==> src/inc/cswd_pkg.sv <==
// Constants for the countdown supervision timer behind the index/data port pair.
// Assumes a single 125 MHz reference clock shared by every user of the package.
package cswd_pkg;

  // ****************************************************************
  // Port decode and configuration indices
  // ****************************************************************
  localparam logic [7:0] CSWD_PORT_INDEX   = 8'h2e;
  localparam logic [7:0] CSWD_PORT_DATA    = 8'h2f;
  localparam logic [7:0] CSWD_UNLOCK_KEY   = 8'h87;
  localparam logic [7:0] CSWD_LOCK_KEY     = 8'haa;
  localparam logic [7:0] CSWD_IDX_LDN      = 8'h07;
  localparam logic [7:0] CSWD_LDN_TIMER    = 8'h07;
  localparam logic [7:0] CSWD_IDX_ACTIVATE = 8'h30;
  localparam logic [7:0] CSWD_IDX_UNIT     = 8'hf5;
  localparam logic [7:0] CSWD_IDX_COUNT    = 8'hf6;

  // ****************************************************************
  // Field values and reset values
  // ****************************************************************
  localparam logic [7:0] CSWD_ACT_ON       = 8'h01;
  localparam logic [7:0] CSWD_UNIT_SECOND  = 8'h00;
  localparam logic [7:0] CSWD_UNIT_MINUTE  = 8'h08;
  localparam int         CSWD_UNIT_BIT     = 3;
  localparam logic [7:0] CSWD_RST_REG      = 8'h00;

  // ****************************************************************
  // Timing
  // ****************************************************************
  localparam int CSWD_CLK_HZ          = 125000000;
  localparam int CSWD_SECOND_S        = 1;
  localparam int CSWD_SECOND_CYCLES   = CSWD_CLK_HZ * CSWD_SECOND_S;
  localparam int CSWD_SEC_PER_MINUTE  = 60;
  localparam int CSWD_RESET_PULSE_NS  = 1000;
  localparam int CSWD_RESET_CYCLES    = (CSWD_RESET_PULSE_NS * (CSWD_CLK_HZ / 1000000)
                                         + 999) / 1000;

endpackage : cswd_pkg

==> src/hdl/cswd_tick_div.sv <==
// Divider that turns the clock into a one-cycle enable pulse every DIVIDE cycles in which enable_in is high.
// Assumes the clear input restarts the phase so the first pulse is a full period away.
`timescale 1ns/1ps
`default_nettype none
module cswd_tick_div
#(
  parameter int DIVIDE = 2
)
(
  input  wire logic ref_clk_in,
  input  wire logic reset_in,
  input  wire logic clear_in,
  input  wire logic enable_in,
  output logic      tick_out
);
  localparam int W = (DIVIDE > 1) ? $clog2(DIVIDE) : 1;
  localparam logic [W-1:0] LAST = W'(DIVIDE - 1);
  logic [W-1:0] phase;

  always_ff @(posedge ref_clk_in or posedge reset_in)
  begin
    if (reset_in)
    begin
      phase    <= '0;
      tick_out <= 1'b0;
    end
    else if (clear_in)
    begin
      phase    <= '0;
      tick_out <= 1'b0;
    end
    else if (enable_in)
    begin
      tick_out <= (phase == LAST);
      phase    <= (phase == LAST) ? '0 : phase + 1'b1;
    end
    else
    begin
      tick_out <= 1'b0;
    end
  end
endmodule : cswd_tick_div
`default_nettype wire

==> src/hdl/cswd_watchdog.sv <==
// Countdown supervision timer reached through an index/data configuration port pair.
// Assumes host I/O cycles arrive as one-cycle strobes synchronous to ref_clk_in.
`timescale 1ns/1ps
`default_nettype none
module cswd_watchdog
  import cswd_pkg::*;
#(
  parameter int SECOND_CYCLES = CSWD_SECOND_CYCLES,
  parameter int MINUTE_TICKS  = CSWD_SEC_PER_MINUTE,
  parameter int RESET_CYCLES  = CSWD_RESET_CYCLES
)
(
  input  wire logic       ref_clk_in,
  input  wire logic       reset_in,
  input  wire logic       io_write_in,
  input  wire logic       io_read_in,
  input  wire logic [7:0] io_addr_in,
  input  wire logic [7:0] io_wdata_in,
  output logic      [7:0] io_rdata_out,
  output logic            io_rvalid_out,
  output logic            active_out,
  output logic            sys_reset_out
);

  // ****************************************************************
  // Configuration port decode
  // ****************************************************************
  typedef enum logic [1:0] {CSWD_LOCKED, CSWD_HALF, CSWD_OPEN} cswd_lock_t;
  cswd_lock_t lock_state;
  logic [7:0] index;
  logic [7:0] ldn;
  logic [7:0] watchdog_activate;
  logic [7:0] watchdog_time_unit;
  logic [7:0] watchdog_timeout_count;
  logic [7:0] remaining;
  logic       fired;

  wire logic wr_index = io_write_in && (io_addr_in == CSWD_PORT_INDEX);
  wire logic wr_data  = io_write_in && (io_addr_in == CSWD_PORT_DATA) && (lock_state == CSWD_OPEN);
  wire logic rd_data  = io_read_in && (io_addr_in == CSWD_PORT_DATA) && (lock_state == CSWD_OPEN);
  wire logic in_ldn   = (ldn == CSWD_LDN_TIMER);
  wire logic wr_act   = wr_data && in_ldn && (index == CSWD_IDX_ACTIVATE);
  wire logic wr_unit  = wr_data && in_ldn && (index == CSWD_IDX_UNIT);
  wire logic wr_count = wr_data && in_ldn && (index == CSWD_IDX_COUNT);
  wire logic running  = watchdog_activate[0];

  always_ff @(posedge ref_clk_in or posedge reset_in)
  begin
    if (reset_in)
      lock_state <= CSWD_LOCKED;
    else if (wr_index)
    begin
      case (lock_state)
        CSWD_LOCKED: lock_state <= (io_wdata_in == CSWD_UNLOCK_KEY) ? CSWD_HALF : CSWD_LOCKED;
        CSWD_HALF:   lock_state <= (io_wdata_in == CSWD_UNLOCK_KEY) ? CSWD_OPEN : CSWD_LOCKED;
        CSWD_OPEN:   lock_state <= (io_wdata_in == CSWD_LOCK_KEY) ? CSWD_LOCKED : CSWD_OPEN;
        default:     lock_state <= CSWD_LOCKED;
      endcase
    end
  end

  always_ff @(posedge ref_clk_in or posedge reset_in)
  begin
    if (reset_in)
      index <= CSWD_RST_REG;
    else if (wr_index && lock_state == CSWD_OPEN)
      index <= io_wdata_in;
  end

  always_ff @(posedge ref_clk_in or posedge reset_in)
  begin
    if (reset_in)
      ldn <= CSWD_RST_REG;
    else if (wr_data && index == CSWD_IDX_LDN)
      ldn <= io_wdata_in;
  end

  // ****************************************************************
  // Watchdog registers
  // ****************************************************************
  // The activation register stores the whole byte but only bit 0 arms the timer.
  always_ff @(posedge ref_clk_in or posedge reset_in)
  begin
    if (reset_in)
      watchdog_activate <= CSWD_RST_REG;
    else if (wr_act)
      watchdog_activate <= io_wdata_in;
  end

  always_ff @(posedge ref_clk_in or posedge reset_in)
  begin
    if (reset_in)
      watchdog_time_unit <= CSWD_RST_REG;
    else if (wr_unit)
      watchdog_time_unit <= io_wdata_in;
  end

  always_ff @(posedge ref_clk_in or posedge reset_in)
  begin
    if (reset_in)
      watchdog_timeout_count <= CSWD_RST_REG;
    else if (wr_count)
      watchdog_timeout_count <= io_wdata_in;
  end

  always_ff @(posedge ref_clk_in or posedge reset_in)
  begin
    if (reset_in)
    begin
      io_rdata_out  <= 8'h00;
      io_rvalid_out <= 1'b0;
    end
    else
    begin
      io_rvalid_out <= io_read_in;
      if (io_read_in && io_addr_in == CSWD_PORT_INDEX)
        io_rdata_out <= index;
      else if (rd_data && index == CSWD_IDX_LDN)
        io_rdata_out <= ldn;
      else if (rd_data && in_ldn && index == CSWD_IDX_ACTIVATE)
        io_rdata_out <= watchdog_activate;
      else if (rd_data && in_ldn && index == CSWD_IDX_UNIT)
        io_rdata_out <= watchdog_time_unit;
      else if (rd_data && in_ldn && index == CSWD_IDX_COUNT)
        io_rdata_out <= remaining;
      else
        io_rdata_out <= 8'hff;
    end
  end

  // ****************************************************************
  // Time base
  // ****************************************************************
  // Any arming, disarming or reload restarts both dividers, so the first unit is whole.
  logic sec_tick;
  logic unit_tick;
  logic min_tick;
  wire logic restart = wr_act || wr_count || !running;
  wire logic minute_mode = watchdog_time_unit[CSWD_UNIT_BIT];

  cswd_tick_div #(.DIVIDE(SECOND_CYCLES)) u_second
  (
    .ref_clk_in (ref_clk_in),
    .reset_in   (reset_in),
    .clear_in   (restart),
    .enable_in  (1'b1),
    .tick_out   (sec_tick)
  );

  cswd_tick_div #(.DIVIDE(MINUTE_TICKS)) u_minute
  (
    .ref_clk_in (ref_clk_in),
    .reset_in   (reset_in),
    .clear_in   (restart),
    .enable_in  (sec_tick),
    .tick_out   (min_tick)
  );

  assign unit_tick = minute_mode ? min_tick : sec_tick;

  // ****************************************************************
  // Countdown and reset
  // ****************************************************************
  always_ff @(posedge ref_clk_in or posedge reset_in)
  begin
    if (reset_in)
      remaining <= 8'h00;
    else if (wr_count)
      remaining <= io_wdata_in;
    else if (wr_act && io_wdata_in[0])
      remaining <= watchdog_timeout_count;
    else if (running && unit_tick && remaining != 8'h00 && !fired)
      remaining <= remaining - 8'h01;
  end

  // Expiry is latched; a zero loaded by software never counts as expiry.
  // A count rewrite or re-arm clears the latch so that a reload counts down again.
  always_ff @(posedge ref_clk_in or posedge reset_in)
  begin
    if (reset_in)
      fired <= 1'b0;
    else if (running && unit_tick && remaining == 8'h01 && !wr_count && !wr_act)
      fired <= 1'b1;
    else if (wr_count || wr_act || !running)
      fired <= 1'b0;
  end

  logic [15:0] pulse_cnt;
  always_ff @(posedge ref_clk_in or posedge reset_in)
  begin
    if (reset_in)
    begin
      pulse_cnt     <= 16'h0000;
      sys_reset_out <= 1'b0;
    end
    else if (running && unit_tick && remaining == 8'h01 && !wr_count && !wr_act && !fired)
    begin
      pulse_cnt     <= 16'(RESET_CYCLES - 1);
      sys_reset_out <= 1'b1;
    end
    else if (pulse_cnt != 16'h0000)
      pulse_cnt <= pulse_cnt - 16'h0001;
    else
      sys_reset_out <= 1'b0;
  end

  assign active_out = running;
endmodule : cswd_watchdog
`default_nettype wire

==> config.mk <==
export PLATFORM = sky130hd
export DESIGN_NAME = cswd_watchdog
export DESIGN_NICKNAME = d
export VERILOG_FILES = /design/src/inc/cswd_pkg.sv /design/src/hdl/cswd_tick_div.sv /design/src/hdl/cswd_watchdog.sv
export SDC_FILE = /design/constraint.sdc
export NUM_CORES = 1
export LEC_CHECK = 0
export CAP_MARGIN = 10
export CORE_MARGIN = 4
export CORE_UTILIZATION = 50
export DETAILED_ROUTE_END_ITERATION = 16
export DONT_BUFFER_PORTS = 1
export GPL_TIMING_DRIVEN = 0
export PLACE_DENSITY = 0.63
export SYNTH_ARGS = -nofsm -noshare
export SYNTH_HDL_FRONTEND = slang
export SYNTH_SLANG_ARGS = --single-unit
==> constraint.sdc <==
create_clock -name ref_clk_in -period 8.8 [get_ports ref_clk_in]
set_clock_uncertainty 0.2 [all_clocks]
set_input_delay 1.76 -clock ref_clk_in [delete_from_list [all_inputs] [get_ports ref_clk_in]]
set_output_delay 1.76 -clock ref_clk_in [all_outputs]
set_load 0.02 [all_outputs]
==> metrics.md <==
| Metric | Value |
|---|---|
| First-pass iteration count of the detailed router | 5 |
| Vias | roughly 4300 |
| Number of inserted diodes | 0 |
| Fraction of final layout cells sized beyond drive strength 1 | 11.5% |
| Setup Fix Bufs, Post-CTS | 0 |
| Layout net count | 594 |
| H-tree levels | 3 |
| Switching power summed over all nets | 0.194 mW |
| Overflow left after global routing | 0 |
| Element type at the critical path end | register |
| Worst setup path class | input pin to register |
| Final weighted congestion of routability-driven global placement | 0.886 |
| TritonCTS Buffers | 9 |
| Cell with the largest stage delay on the worst path | nor3b_1 |
| Global-route wire length before repair | 21.6 mm |
| Highest achievable clock rate | between 200 and 300 MHz |
| Total GRT Usage | 20.8% |
| Number of clock sinks | between 100 and 150 |
| Count of standard-cell rows | 38 |
| Most used standard cell by instance count after synthesis | dfrtp_1 |
| Relative slew slack | about a fifth |
| Pwr per Cell Area | roughly 150 mW/mm^2 |
| Synthesized Nets | 582 |
| Critical-path cell list | or4b_1 > clkbuf_1 > or2_1 > nor3b_1 > a31oi_1 |
| Maximum buffer depth of the clock tree | 2 |
| Run status | completed |
| Internal | 0.739 mW |
| Final ANT Viol Nets | 0 |
| Total wire length after detailed routing | approximately 13 mm |
| Area leader, netlist | dfrtp_1 |
| Number of storage elements in the synthesis netlist | 112 |
| Part of the power in registers | 55.2% |
| Via count of the first global-routing pass | 4259 |
| Final worst hold slack | 0.266 ns |
| Vias per std cell | 6.05 |
| Crit path launch type | input pin |
| Period Utilization, post-route | between 40% and 50% |
| Chip width | 114 um |
| Combinational fraction of design power | 1.5% |
| Yosys Warn Count | 0 |
| Syn-to-layout area delta | 8.78% |
| Number of maximum-capacitance constraint violations | 0 |
| Total setup violations reported at the end of the flow | 0 |
| Library cell used as clock root buffer | clkbuf_16 |
| Kind of path behind the tightest hold check | register to register |
| Average cell area after synthesis | 10.2 sq um |
| Number of hold-repair buffers added at the cts stage | 0 |
| Synth Instances | ~560 |
| # port buffers | 0 |
| DR DRC count | 0 |
| Max-slew violation count | 0 |
| Die Y | 114 um |
| Source-to-sink clock delay at the later pin of the worst-skew pair | 0.35 ns |
| Starting Density | 51.7% |
| Synthesized cell area | 0.00566 sq mm |
| Ys flop type | dfrtp_1 |
| EDFF count, synth | 0 |
| Final number of hold-violating endpoints | 0 |
| Number of library cell types mapped by synthesis | 64 |
| Quantity of gates resized following cts | 0 |
| Leak pwr | 2.56 nW |
| Synth top cells by count | dfrtp_1, nand2_1, nor2_1 |
| Crit-path max cell delay | ~0.94 ns |
| Switching share of total power | between 20% and 30% |
| Async set-or-reset flop fraction in the synthesized netlist | 100% |
| Number of DRC violations after detailed-routing iteration 0 | 373 |
| Unrepaired setup endpoints after global routing | no |
| Arrival time worst endpoint | 3.86 ns |
| Maximum number of pins on one net before global-route repair | 67 |
| Max Fanout on Critical Path | 8 |
| Minimum clock period after layout | 3.91 ns |
| Dominant cells by area after synthesis | dfrtp_1, mux2_2, xnor2_1 |
| Routed length per instance | 17.7 um |
| DP HPWL | 9.02 mm |
| IR drop worst, VDD | between 0.0001 and 0.00015 V |
| Filler Cells Inserted | just under 1000 |
| Data required time at the worst endpoint | 8.76 ns |
| Share of the synthesized area in the top cell type | 49.5% |
| Die Footprint | 0.0131 sq mm |
| Core outline area | 0.0109 sq mm |
| Slew at the pin closest to its max-slew limit | 1.18 ns |
| Clock transition at path regs | 0.07 ns |
| Number of antenna violations at the first check in global routing | 0 |
| Clock power frac | 43.2% |
| Clock tree from TritonCTS | yes |
| Setup TNS | 0 ns |
| Number of placed I/O pins | 31 |
| Portion of the post-synthesis area used by sequential elements | 49.5% |
==> worst max-delay path: cells and delay by family <==
family,cells,cell delay (ns)
compound gates,1,0.20
buf+inv,1,0.19
simple gates,3,1.71
==> per-layer routing <==
metal	up-vias	routed length [um]	GRT usage, %
met5	-	0	0
met1	2120	6050	30.0
met2	117	5740	31.6
li1	2066	-	-
met4	0	129	4.43
met3	8	653	5.71
==> kinds of logic after synthesis <==
family          share of synthesized area (%)
xor+xnor                                 6.19
buf+inv                                  2.30
compound gates                           9.53
flops                                    49.5
mux                                      6.94
fa+ha+maj                                1.55
simple gates                             23.9
==> flip-flops by register name (all words and copies together) (netlist names) <==
signal / cells
u_minute.phase: 6
index: 8
sys_reset_out: 1
watchdog_time_unit: 8
u_minute.tick_out: 1
io_rvalid_out: 1
watchdog_timeout_count: 8
u_second.tick_out: 1
ldn: 8
u_second.phase: 27
pulse_cnt: 16
io_rdata_out: 8
remaining: 8
fired: 1
watchdog_activate: 8
lock_state: 2
==> cells in the final DEF (no fill, tap or decap), types with 4 or more instances in the layout <==
cell type  netlist  routed
a211oi_1         4       4
a21oi_1          8       8
a31oi_1          9       9
a32oi_1          4       4
and3_1           5       5
and4_1           8       8
buf_2            5       5
clkbuf_1        10      13
clkbuf_16        0       9
dfrtp_1        112     112
ha_1             7       7
inv_1           11      10
mux2_2          34      34
nand2_1         63      63
nand2b_1         4       4
nand3_1         15      15
nand4_1         19      19
nand4b_1         4       4
nor2_1          62      62
nor3_1          21      21
nor4_1          16      16
o21ai_0          9       9
o221ai_1         8       8
o22ai_1         13      13
or3_1            8       8
xnor2_1         28      28
xor2_1          12      12
==> power groups by stage <==
stage	registers, mW	logic, mW	clock network (mW)
2_1_floorplan	0.525	0.00971	0
3_3_place_gp	0.525	0.0133	0
3_5_place_dp	0.525	0.0154	0
4_1_cts	0.515	0.0154	0.418
5_1_grt	0.515	0.0171	0.437
6_report	0.515	0.0144	0.403
==> path summary, 6_finish.rpt <==
kind                                                    end  cells after the start  slack (ns)                        start
setup / recovery                  io_rdata_out[0]$_DFF_PP0_                      5        4.89                io_addr_in[4]
hold / removal                  u_second.phase[0]$_DFF_PP0_                      1        0.27  u_second.phase[0]$_DFF_PP0_
setup reg to reg                   pulse_cnt[7]$_DFFE_PP0P_                      5        6.14     remaining[4]$_DFFE_PP0P_
hold reg to reg                 u_second.phase[0]$_DFF_PP0_                      1        0.27  u_second.phase[0]$_DFF_PP0_
max in group asynchronous  watchdog_activate[3]$_DFFE_PP0P_                      2        6.46                     reset_in
min in group asynchronous     u_minute.phase[3]$_DFFE_PP0P_                      1        1.14                     reset_in
==> final cells by class <==
| class | count | area, sq um | share of cell area (%) |
|---|---|---|---|
| Timing Repair Buffer | 1 | 27.5 | 0.447 |
| Inverter | 11 | 43.8 | 0.712 |
| Clock inverter | 4 | 55.1 | 0.894 |
| Clock buffer | 12 | 236 | 3.84 |
| Tap cell | 140 | 175 | 2.85 |
| Buffer | 19 | 88.8 | 1.44 |
| Multi-Input combinational cell | 413 | 2730 | 44.3 |
| Sequential cell | 112 | 2800 | 45.5 |
==> through the flow <==
stage | total power [mW] | worst slack (ns) | area, sq um | util [%] | cells
4_1_cts | 0.948 | 4.84 | 6150 | 56.3 | 712
2_1_floorplan | 0.535 | 3.88 | 5660 | - | 555
3_5_place_dp | 0.541 | 4.48 | 5860 | 53.6 | 696
6_report | 0.933 | 4.89 | 6150 | 56.3 | 712
5_1_grt | 0.969 | 4.70 | 6150 | 56.3 | 712
3_3_place_gp | 0.539 | 2.69 | 5830 | 53.3 | 695
(Power assumes the default switching activity.)
